File: config.mk
export PLATFORM = sky130hd
export DESIGN_NAME = serial_flash_read
export DESIGN_NICKNAME = d
export VERILOG_FILES = /design/src/design/serial_flash_read.v
export VERILOG_INCLUDE_DIRS = /design/src /design/src/design
export SDC_FILE = /design/constraint.sdc
export NUM_CORES = 1
export LEC_CHECK = 0
export CAP_MARGIN = 20
export CORE_MARGIN = 4
export CORE_UTILIZATION = 57
export DETAILED_ROUTE_END_ITERATION = 16
export DONT_BUFFER_PORTS = 1
export PLACE_DENSITY = 0.81
export SETUP_SLACK_MARGIN = 0.4
export SYNTH_ARGS = -nofsm -noshare
export SYNTH_HDL_FRONTEND = slang
export SYNTH_SLANG_ARGS = --single-unit
File: constraint.sdc
create_clock -name clk -period 2.8 [get_ports clk]
set_input_delay 0.14 -clock clk [delete_from_list [all_inputs] [get_ports clk]]
set_output_delay 0.14 -clock clk [all_outputs]
set_load 0.005 [all_outputs]
File: src/design/flash_read_regs.vh
`ifndef FLASH_READ_REGS_VH
`define FLASH_READ_REGS_VH
`define OP_LEGACY_READ 8'he8
`define OP_FAST_READ 8'h0b
`define OP_SLOW_READ 8'h03
`define OP_PAGE_READ 8'hd2
`define OPCODE_BITS 6'h08
`define HEADER_BITS 6'h20
`define DUMMY_ONE 6'h08
`define DUMMY_FOUR 6'h20
`define PAGE_BYTES_STD 10'h210
`define PAGE_BYTES_BIN 10'h200
`define LAST_PAGE 12'hfff
`define BIT_INDEX_TOP 3'h7
`define STD_PAGE_LO 10
`define BIN_PAGE_LO 9
`endif

File: src/design/serial_flash_read.v
`timescale 1ns/1ps
`include "flash_read_regs.vh"
module serial_flash_read #(
   parameter PAGE_BITS = 12,
   parameter MEM_BYTES = 16
) (
   // system
   input wire clk,
   input wire rst_n,
   // serial pins from host
   input wire chipSelect_n,
   input wire serialClock,
   input wire serialIn,
   input wire resetPin_n,
   // configuration
   input wire binaryPageMode,
   // serial output pin
   output reg serialOut,
   output reg serialOutEnable_n,
   // status
   output reg readActive
);
   localparam ST_IDLE = 2'h0;
   localparam ST_HEADER = 2'h1;
   localparam ST_DUMMY = 2'h2;
   localparam ST_DATA = 2'h3;

   // small array stands in for the main memory contents
   reg [7:0] mainMemory [0:MEM_BYTES-1];
   integer i;
   initial begin
      for (i = 0; i < MEM_BYTES; i = i + 1) begin
         mainMemory[i] = i[7:0] ^ 8'h5a;
      end
   end

   // pin synchronisers: two stages, a third for edges
   reg [2:0] csSync;
   reg [2:0] sckSync;
   reg [2:0] siSync;
   reg [1:0] rstSync;

   // command state
   reg [1:0] state;
   reg [31:0] shiftIn;
   reg [5:0] bitCount;
   reg [5:0] dummyBits;
   reg [7:0] opcode;
   reg pageWrap;
   reg [PAGE_BITS-1:0] pageNumber;
   reg [9:0] byteOffset;
   reg [2:0] bitIndex;

   // next values of the command state and pins
   reg [1:0] next_state;
   reg [31:0] next_shiftIn;
   reg [5:0] next_bitCount;
   reg [5:0] next_dummyBits;
   reg [7:0] next_opcode;
   reg next_pageWrap;
   reg [PAGE_BITS-1:0] next_pageNumber;
   reg [9:0] next_byteOffset;
   reg [2:0] next_bitIndex;
   reg next_serialOut;
   reg next_serialOutEnable_n;
   reg next_readActive;

   // page bits take part so page moves show in the data
   function [7:0] fetchByte;
      input [PAGE_BITS-1:0] pg;
      input [9:0] off;
      begin
         fetchByte = mainMemory[{pg[1:0], off[1:0]}];
      end
   endfunction

   // last offset of a page in the chosen page size
   function [9:0] lastOffset;
      input bin;
      begin
         if (bin) begin
            lastOffset = `PAGE_BYTES_BIN - 10'h001;
         end else begin
            lastOffset = `PAGE_BYTES_STD - 10'h001;
         end
      end
   endfunction

   // page field of the address, unused top bits dropped
   function [PAGE_BITS-1:0] pageOf;
      input [23:0] addr;
      input bin;
      begin
         if (bin) begin
            pageOf = addr[`BIN_PAGE_LO +: PAGE_BITS];
         end else begin
            pageOf = addr[`STD_PAGE_LO +: PAGE_BITS];
         end
      end
   endfunction

   // starting byte within the page
   function [9:0] offsetOf;
      input [23:0] addr;
      input bin;
      begin
         if (bin) begin
            offsetOf = {1'b0, addr[`BIN_PAGE_LO-1:0]};
         end else begin
            offsetOf = addr[`STD_PAGE_LO-1:0];
         end
      end
   endfunction

   // page after the current one; page reads stay put
   function [PAGE_BITS-1:0] nextPage;
      input [PAGE_BITS-1:0] pg;
      input stay;
      begin
         if (stay) begin
            nextPage = pg;
         end else if (pg == {PAGE_BITS{1'b1}}) begin
            nextPage = {PAGE_BITS{1'b0}};
         end else begin
            nextPage = pg + {{(PAGE_BITS-1){1'b0}}, 1'b1};
         end
      end
   endfunction

   // dummy bits that follow the address for each opcode
   function [5:0] dummyFor;
      input [7:0] op;
      begin
         if (op == `OP_FAST_READ) begin
            dummyFor = `DUMMY_ONE;
         end else if (op == `OP_LEGACY_READ) begin
            dummyFor = `DUMMY_FOUR;
         end else if (op == `OP_PAGE_READ) begin
            dummyFor = `DUMMY_FOUR;
         end else begin
            dummyFor = 6'h00;
         end
      end
   endfunction

   // opcodes that this block answers
   function knownRead;
      input [7:0] op;
      begin
         knownRead = (op == `OP_SLOW_READ) || (op == `OP_FAST_READ) ||
            (op == `OP_LEGACY_READ) || (op == `OP_PAGE_READ);
      end
   endfunction

   // pin views after synchronisation
   wire csLow = ~csSync[1];
   wire csFall = ~csSync[1] & csSync[2];
   // mode 0 and 3 both sample on rising, shift on falling
   wire sckRise = sckSync[1] & ~sckSync[2];
   wire sckFall = ~sckSync[1] & sckSync[2];
   wire siBit = siSync[1];
   wire rstPinLow = ~rstSync[1];

   // header and data position decodes
   wire opcodeDone = (bitCount == `OPCODE_BITS - 6'h01);
   wire headerDone = (bitCount == `HEADER_BITS - 6'h01);
   wire dummyDone = (bitCount == dummyBits - 6'h01);
   wire byteDone = (bitIndex == 3'h0);
   wire pageEnd = (byteOffset == lastOffset(binaryPageMode));

   // address as it stands when the last header bit arrives
   wire [23:0] addrField = {shiftIn[22:0], siBit};
   wire [7:0] curByte = fetchByte(pageNumber, byteOffset);

   // raw pins pass two flops before any logic reads them
   always @(posedge clk) begin
      csSync <= {csSync[1:0], chipSelect_n};
   end

   always @(posedge clk) begin
      sckSync <= {sckSync[1:0], serialClock};
   end

   always @(posedge clk) begin
      siSync <= {siSync[1:0], serialIn};
   end

   always @(posedge clk) begin
      rstSync <= {rstSync[0], resetPin_n};
   end

   // next state and output values
   always @* begin
      next_state = state;
      next_shiftIn = shiftIn;
      next_bitCount = bitCount;
      next_dummyBits = dummyBits;
      next_opcode = opcode;
      next_pageWrap = pageWrap;
      next_pageNumber = pageNumber;
      next_byteOffset = byteOffset;
      next_bitIndex = bitIndex;
      next_serialOut = serialOut;
      next_serialOutEnable_n = serialOutEnable_n;
      next_readActive = readActive;
      case (state)
         ST_IDLE: begin
            if (csFall) begin
               next_state = ST_HEADER;
               next_bitCount = 6'h00;
            end
         end
         ST_HEADER: begin
            if (sckRise) begin
               next_shiftIn = {shiftIn[30:0], siBit};
               next_bitCount = bitCount + 6'h01;
               if (opcodeDone) begin
                  next_opcode = {shiftIn[6:0], siBit};
               end
               if (headerDone) begin
                  next_bitCount = 6'h00;
                  next_bitIndex = `BIT_INDEX_TOP;
                  next_pageNumber = pageOf(addrField, binaryPageMode);
                  next_byteOffset = offsetOf(addrField, binaryPageMode);
                  next_pageWrap = (opcode == `OP_PAGE_READ);
                  next_dummyBits = dummyFor(opcode);
                  if (!knownRead(opcode)) begin
                     next_state = ST_IDLE;
                  end else if (opcode == `OP_SLOW_READ) begin
                     next_state = ST_DATA;
                     next_readActive = 1'b1;
                  end else begin
                     next_state = ST_DUMMY;
                     next_readActive = 1'b1;
                  end
               end
            end
         end
         ST_DUMMY: begin
            if (sckRise) begin
               next_bitCount = bitCount + 6'h01;
               if (dummyDone) begin
                  next_state = ST_DATA;
               end
            end
         end
         ST_DATA: begin
            if (sckFall) begin
               // memory is only read, no buffer is written
               next_serialOut = curByte[bitIndex];
               next_serialOutEnable_n = 1'b0;
               next_bitIndex = bitIndex - 3'h1;
               if (byteDone) begin
                  if (pageEnd) begin
                     next_byteOffset = 10'h000;
                     next_pageNumber = nextPage(pageNumber, pageWrap);
                  end else begin
                     next_byteOffset = byteOffset + 10'h001;
                  end
               end
            end
         end
         default: begin
            next_state = ST_IDLE;
         end
      endcase
   end

   // either reset wins, then select high, then the command
   always @(posedge clk) begin
      if (!rst_n || rstPinLow) begin
         state <= ST_IDLE;
         shiftIn <= 32'h0;
         bitCount <= 6'h00;
         dummyBits <= 6'h00;
         opcode <= 8'h00;
         pageWrap <= 1'b0;
         pageNumber <= {PAGE_BITS{1'b0}};
         byteOffset <= 10'h000;
         bitIndex <= `BIT_INDEX_TOP;
         serialOut <= 1'b0;
         serialOutEnable_n <= 1'b1;
         readActive <= 1'b0;
      end else if (!csLow) begin
         // select high ends any read and floats the output
         state <= ST_IDLE;
         bitCount <= 6'h00;
         serialOutEnable_n <= 1'b1;
         readActive <= 1'b0;
      end else begin
         state <= next_state;
         shiftIn <= next_shiftIn;
         bitCount <= next_bitCount;
         dummyBits <= next_dummyBits;
         opcode <= next_opcode;
         pageWrap <= next_pageWrap;
         pageNumber <= next_pageNumber;
         byteOffset <= next_byteOffset;
         bitIndex <= next_bitIndex;
         serialOut <= next_serialOut;
         serialOutEnable_n <= next_serialOutEnable_n;
         readActive <= next_readActive;
      end
   end
endmodule

; Yosys cells after proc, flatten, opt, wreduce, memory -nomap -nowiden
; Memories as Yosys holds them, arrays and structs flattened.
; Index checks and enable logic that the tools add are counted.
[op_classes]
addsub = 5
magnitude_cmp = 1
mux = 39
n_eq_ne = 21
reduce_logical = 21
bitwise = 7
[op_table]
columns = cell, n
row1 = $mux W12, 8
row2 = $mux W10, 7
row3 = $mux W6, 7
row4 = $pmux W12 S2, 1
row5 = $pmux W10 S2, 1
row6 = $ne A2 B2 Y1 const B, 9
row7 = $pmux W6 S3, 1
row8 = $eq A8 B8 Y1 const B, 2
row9 = $reduce_and A4 Y1, 4
row10 = $add A12 B1 Y12 const B, 1
row11 = $eq A12 B12 Y1 const B, 1
row12 = $mux W2, 6
row13 = $reduce_and A6 Y1, 2
row14 = $add A10 B1 Y10 const B, 1
row15 = $eq A10 B10 Y1, 1
row16 = $mux W3, 3
row17 = $eq A8 B2 Y1 const B, 1
row18 = $eq A8 B4 Y1 const B, 1
row19 = $reduce_and A8 Y1, 1
row20 = $add A6 B1 Y6 const B, 1
row21 = $eq A6 B3 Y1 const B, 1
row22 = $eq A6 B5 Y1 const B, 1
row23 = $eq A6 B6 Y1, 1
row24 = $pmux W2 S3, 1
row25 = other kinds (20), 31
[word_totals]
in_bits = 7
mem_bits_ro = 64
ff_bits = 82
output_inout_bits = 3
mem_count = 1
elab_cells = 111
[mem_list]
columns = name, words, width, rd, rd_ports_with_merged_regs, write_ports, line
row1 = mainMemory, 16, 4, 1, 0, 0, serial_flash_read.v:29  ; reg [7:0] mainMemory [0:MEM_BYTES-1];

; Longest topological paths before layout
[logic_depth]
ltp_word = 8
ltp_mapped = 9
ltp_nobuf = 8

; Worst setup path after synthesis
; No wires, ideal clock.
[synth_path]
path_kind = reg-to-reg
start = register state[1]
end = register byteOffset[9]
path_buffers = 0
setup_time_ps = 74
t_arrival_ps = 2019
synth_period_minus_slack_ps = 2093
stages_incl_launch_ff = 8
setup_slack_ps = 707
t_required_ps = 2726
path_cell_list = dfxtp_1 inv_1 ha_1 nand4bb_1 a221oi_2 nand2_1 or4_1 a31oi_1
[synth_via]
elab_chain_cells = 3
elab_cells_between_ends = 9
cone_classes = eq/ne (6) / mux (1) / reduce/logical (2)
[synth_lines]
columns = element, line
row1 = from (decl), serial_flash_read.v:44  ; reg [1:0] state;
row2 = from (signal assigned), serial_flash_read.v:291  ; state <= next_state;
row3 = $eq A2 B2 Y1 or $eq A2 B1 Y1 (tied branches), serial_flash_read.v:206  ; case (state)
row4 = $ne A2 B2 Y1 (no line) or $reduce_bool A2 Y1 (tied branches), -
row5 = $reduce_and A6 Y1 (no line), -
row6 = to (signal assigned), serial_flash_read.v:298  ; byteOffset <= next_byteOffset;
row7 = to (decl), serial_flash_read.v:51  ; reg [9:0] byteOffset;
; Parallel ways exist; a longest one is shown, timed or not.
; A chain may end at the register's enable or synchronous reset.

; Worst setup path in the final report
[layout_path]
start = register state[1]
end = register pageNumber[7]
[layout_via]
elab_chain_cells = 3
elab_cells_between_ends = 11
cone_classes = eq/ne (8) / mux (1) / reduce/logical (2)
[layout_lines]
columns = element, line
row1 = $eq A2 B2 Y1 or $eq A2 B1 Y1 (tied branches), serial_flash_read.v:206
row2 = $ne A2 B2 Y1 (no line) or $reduce_bool A2 Y1 (tied branches), -
row3 = $reduce_and A8 Y1 (no line), -
row4 = to (signal assigned), serial_flash_read.v:278  ; pageNumber <= {PAGE_BITS{1'b0}};
row5 = to (signal assigned), serial_flash_read.v:297  ; pageNumber <= next_pageNumber;
row6 = to (decl), serial_flash_read.v:50  ; reg [PAGE_BITS-1:0] pageNumber;
; Parallel ways exist; a longest one is shown, timed or not.

==> flow_metrics.py <==
metrics = {
    "timing": {
        "relSlewSlack": 0.4903,
        "final.setup.tns_ps": 0,
        "max_slew.worst_pin.slew_ps": 761.9,
        "final_critical_path_setup_slack_ps": 552.7,
        "finalWorstPathRequiredPeriod_ps": 2247,
        "final.hold.worst_slack_ps": 34.48,
        "fmax_mhz": 445.0,
        "timing.final.crit_share": 0.8026,
        "clock_skews_ps": 5.825,
        "final_hold_viol_count": 0,
        "setup_viol_count_final": 0,
        "rsz_0062_raised_after_global_routing": "no",
        "slew_violations": 0,
    },
    "critical_path": {
        "worst-endpoint-required_ps": 3050,
        "critical_path_arrival_ps": 2490,
        "critical_path_peak_fanout": 12,
        "worst_stage_delay_on_the_critical_path_ps": 380,
        "setup.worst_path.class": "register to register",
        "kind_of_start_point_of_the_critical_path": "register",
        "worst_setup_path_end_kind": "register",
        "crit_path_top_delay_cell": "dfxtp_2",
        "combined_buffer_and_inverter_count_along_the_critical_path": 1,
        "worstPathCellList": "inv_1 -> ha_1 -> nand4bb_1 -> a221oi_2 -> and2_4 -> o21a_4 -> o21ai_0 -> a32o_1",
        "crit_family": "compound AO/OA/AOI/OAI gates",
    },
    "synthesis": {
        "synthesis.yosys.warnings": 0,
        "yosys_most_used_dff": "dfxtp_1",
        "post_synth_instance_area_um2": 3924,
        "part_of_the_yosys_area_used_for_sequential_elements": 0.3980,
        "mappedNetlistNets": 484,
        "number_of_synthesized_register_bits": 78,
        "number_of_enable_flip_flop_cells_after_synthesis": 0,
        "synth.lib_cells_used.distinct": 67,
        "asyncSetResetFlopFracSynth": 0,
        "synthesis.area_per_instance_um2": 8.420,
        "syn-instance-count": 466,
    },
    "clock_tree": {
        "cts_tree": "done",
        "clockBufferDepth": 2,
        "ctsRootBufferMaster": "clkbuf_8",
        "cts.sinks": 78,
        "htreeDepth": 3,
        "numCtsBuffers": 9,
        "clk-insertion-delay-late_ps": 350,
        "clkTransAtPathRegs_ps": 80,
    },
    "pwr": {
        "power_density_nw_per_um2": 500.7,
        "power_frac_clock": 0.442,
        "intPower_uw": 1660,
        "sw_frac_of_total": 0.2131,
        "report.power.total_uw": 2110,
        "sequentialPowerShare": 0.533,
        "total_leakage_power_uw": 0.001450,
        "power.net_switching_uw": 449.5,
        "combinationalPowerShare": 0.024,
        "peakVddDrop_v": 0.0003862,
    },
    "finish": {
        "final_layout_size_suffix_gt1_frac": 0.09534,
        "layout-area-overhead-vs-synth_pct": 7.398,
        "final_net_count": 485,
        "num-fill-cells": 529,
        "area.sequential_um2": 1563,
        "multiInputGateArea_um2": 2183,
        "finalCoreUtilization": 0.6452,
        "n_antenna_cell": 0,
    },
    "global_routing": {
        "residual_overflow_from_global_routing": 0,
        "largest_net_degree_at_the_start_of_global_routing": 37,
        "total_routing_usage_reported_by_global_routing": 0.2046,
        "first_global_vias": 2998,
        "grt_pass1_wl_mm": 13.91,
        "grt_antenna_before_repair": 0,
    },
    "detailed_routing": {
        "firstDrtPassIters": 5,
        "via_count": 3363,
        "detail-route-antenna-nets": 0,
        "remaining_drc_errors": 0,
        "wl_per_cell_um": 15.29,
        "detail_route.wirelength_mm": 8.392,
        "drt_iter0_drc": 293,
        "vias_per_cell": 6.126,
    },
    "floorplanning": {
        "fp-row-count": 29,
        "design.portCount": 10,
        "fp.dieW_um": 90.97,
        "core_area_um2": 6531,
        "die_height_um": 90.97,
        "die_area_um2": 8276,
        "start_util": 0.6008,
    },
    "run": {
        "max_cap_viol_count": 0,
    },
    "place": {
        "place_congestion": 0.8536,
        "portBuffers": 0,
        "pre_cts_slack_ps": 372.2,
        "hpwl_mm": 5.523,
    },
    "hold_path": {
        "hp_class": "input pin to register",
    },
    "outcome": {
        "run_status": "finished clean",
    },
}
-- sequential cells by signal, indices dropped and copies added (netlist names), 2 cells and up --
signal and cells:
pageNumber 12, sckSync 3, rstSync 2, siSync 2, shiftIn 21, bitCount 6
bitIndex 3, dummyBits 2, opcode 8, byteOffset 10, csSync 3, state 2
-- per-layer routing --
layer | vias to the layer above | wire [um] | GRT usage
li1 | 1668 | - | -
met1 | 1585 | 3913 | 0.2771
met2 | 95 | 3851 | 0.3096
met3 | 15 | 521 | 0.07521
met4 | 0 | 106 | 0.05276
met5 | - | 0 | 0
-- power groups by stage --
stage | clock network, uW | registers, uW | logic (uW)
after floorplan | 0 | 1150 | 46.4
after global placement | 0 | 1150 | 42.3
after detailed placement | 0 | 1150 | 43.4
after CTS | 944 | 1130 | 48.0
after global routing | 998 | 1130 | 55.2
final | 933 | 1130 | 51.6
-- cell usage after synthesis, drive strengths merged, types with 3 or more instances --
cell     instances  area, um^2
nand2           85       319.1
dfxtp           78        1562
a21oi           49       249.0
nor2            34       127.6
o21ai           25       128.9
mux2i           20       200.2
clkbuf          14       72.57
nand3           14       75.07
nor3            13       70.07
ha              11       137.6
inv             10       37.54
buf              9       68.81
a211oi           7       65.06
nand3b           6       45.04
nor4             6       37.54
and2             5       32.53
and3             5       31.28
nand2b           5       31.28
xnor2            5       43.79
a211o            4       35.03
a221oi           4       58.81
nand4            4       25.02
nand4bb          4       45.04
or3              4       26.28
a21o             3       23.77
a31oi            3       18.77
nor2b            3       18.77
o31ai            3       36.28
-- stage by stage --
stage	area [um^2]	instances
CTS	4183	545
floorplan	3924	466
global route	4214	549
detailed placement	3919	525
global placement	3919	525
finish	4214	549
-- cell type report --
cell class              instances  area share
multi-input cells             354      0.5181
clock buffers                  10     0.03266
repair buffers                 13     0.02553
well taps                      77     0.02286
clock inverters                 6     0.02019
flip-flops and latches         78      0.3708
inverters                      11    0.009798
-- layout by cell type, fill, tap and decap left out, drive strengths merged, types with 4 or more instances in the layout --
cell type / instances
nand3b: 6
nand2: 85
buf: 9
nor2: 34
nor3: 13
nand2b: 5
a211oi: 7
and2: 5
nand4: 4
nand4bb: 4
clkbuf: 10
dlygate4sd3: 4
a221oi: 4
a21oi: 49
o21ai: 25
inv: 10
nand3: 14
xnor2: 5
ha: 11
or3: 4
a211o: 4
nor4: 6
dfxtp: 78
mux2i: 20
and3: 5
-- kinds of logic (layout without fill, tap and decap cells) --
family,after synthesis,in the layout,share of synthesized area
DFF,78,78,0.3980
muxes,22,22,0.05676
adders and majority gates,11,11,0.03508
xor gates and xnor gates,7,7,0.01563
buffers and inverters,34,40,0.04655
and+or+nand+nor,194,194,0.2392
AOI/OAI and AO/OA,120,120,0.2089
-- worst register-to-register path, stage by stage, from the launching register on --
cell	delay [ps]
dfxtp_2	380
inv_1	80
ha_1	290
nand4bb_1	270
a221oi_2	350
and2_4	220
o21a_4	210
o21ai_0	100
a32o_1	250
-- worst paths after layout --
| kind | startpoint | endpoint | slack, ps | cells past startpoint |
|---|---|---|---|---|
| worst min register to register | siSync[0] | siSync[1] | 330 | 0 |
| worst max register to register | state[1] | pageNumber[7] | 550 | 8 |
| worst max-delay path | state[1] | pageNumber[7] | 550 | 8 |
| worst min-delay path | binaryPageMode | byteOffset[9] | 30 | 3 |
-- repair_timing --
item | in CTS | in global routing
endpoints found under the setup margin | 1 | 11
hold buffers | 4 | 0
endpoints found under the hold margin | 4 | 0
buffers inserted | 0 | 4
pin swaps | 0 | 1
resized for setup | 1 | 1
No activity file was read; power rests on OpenSTA's default activity.
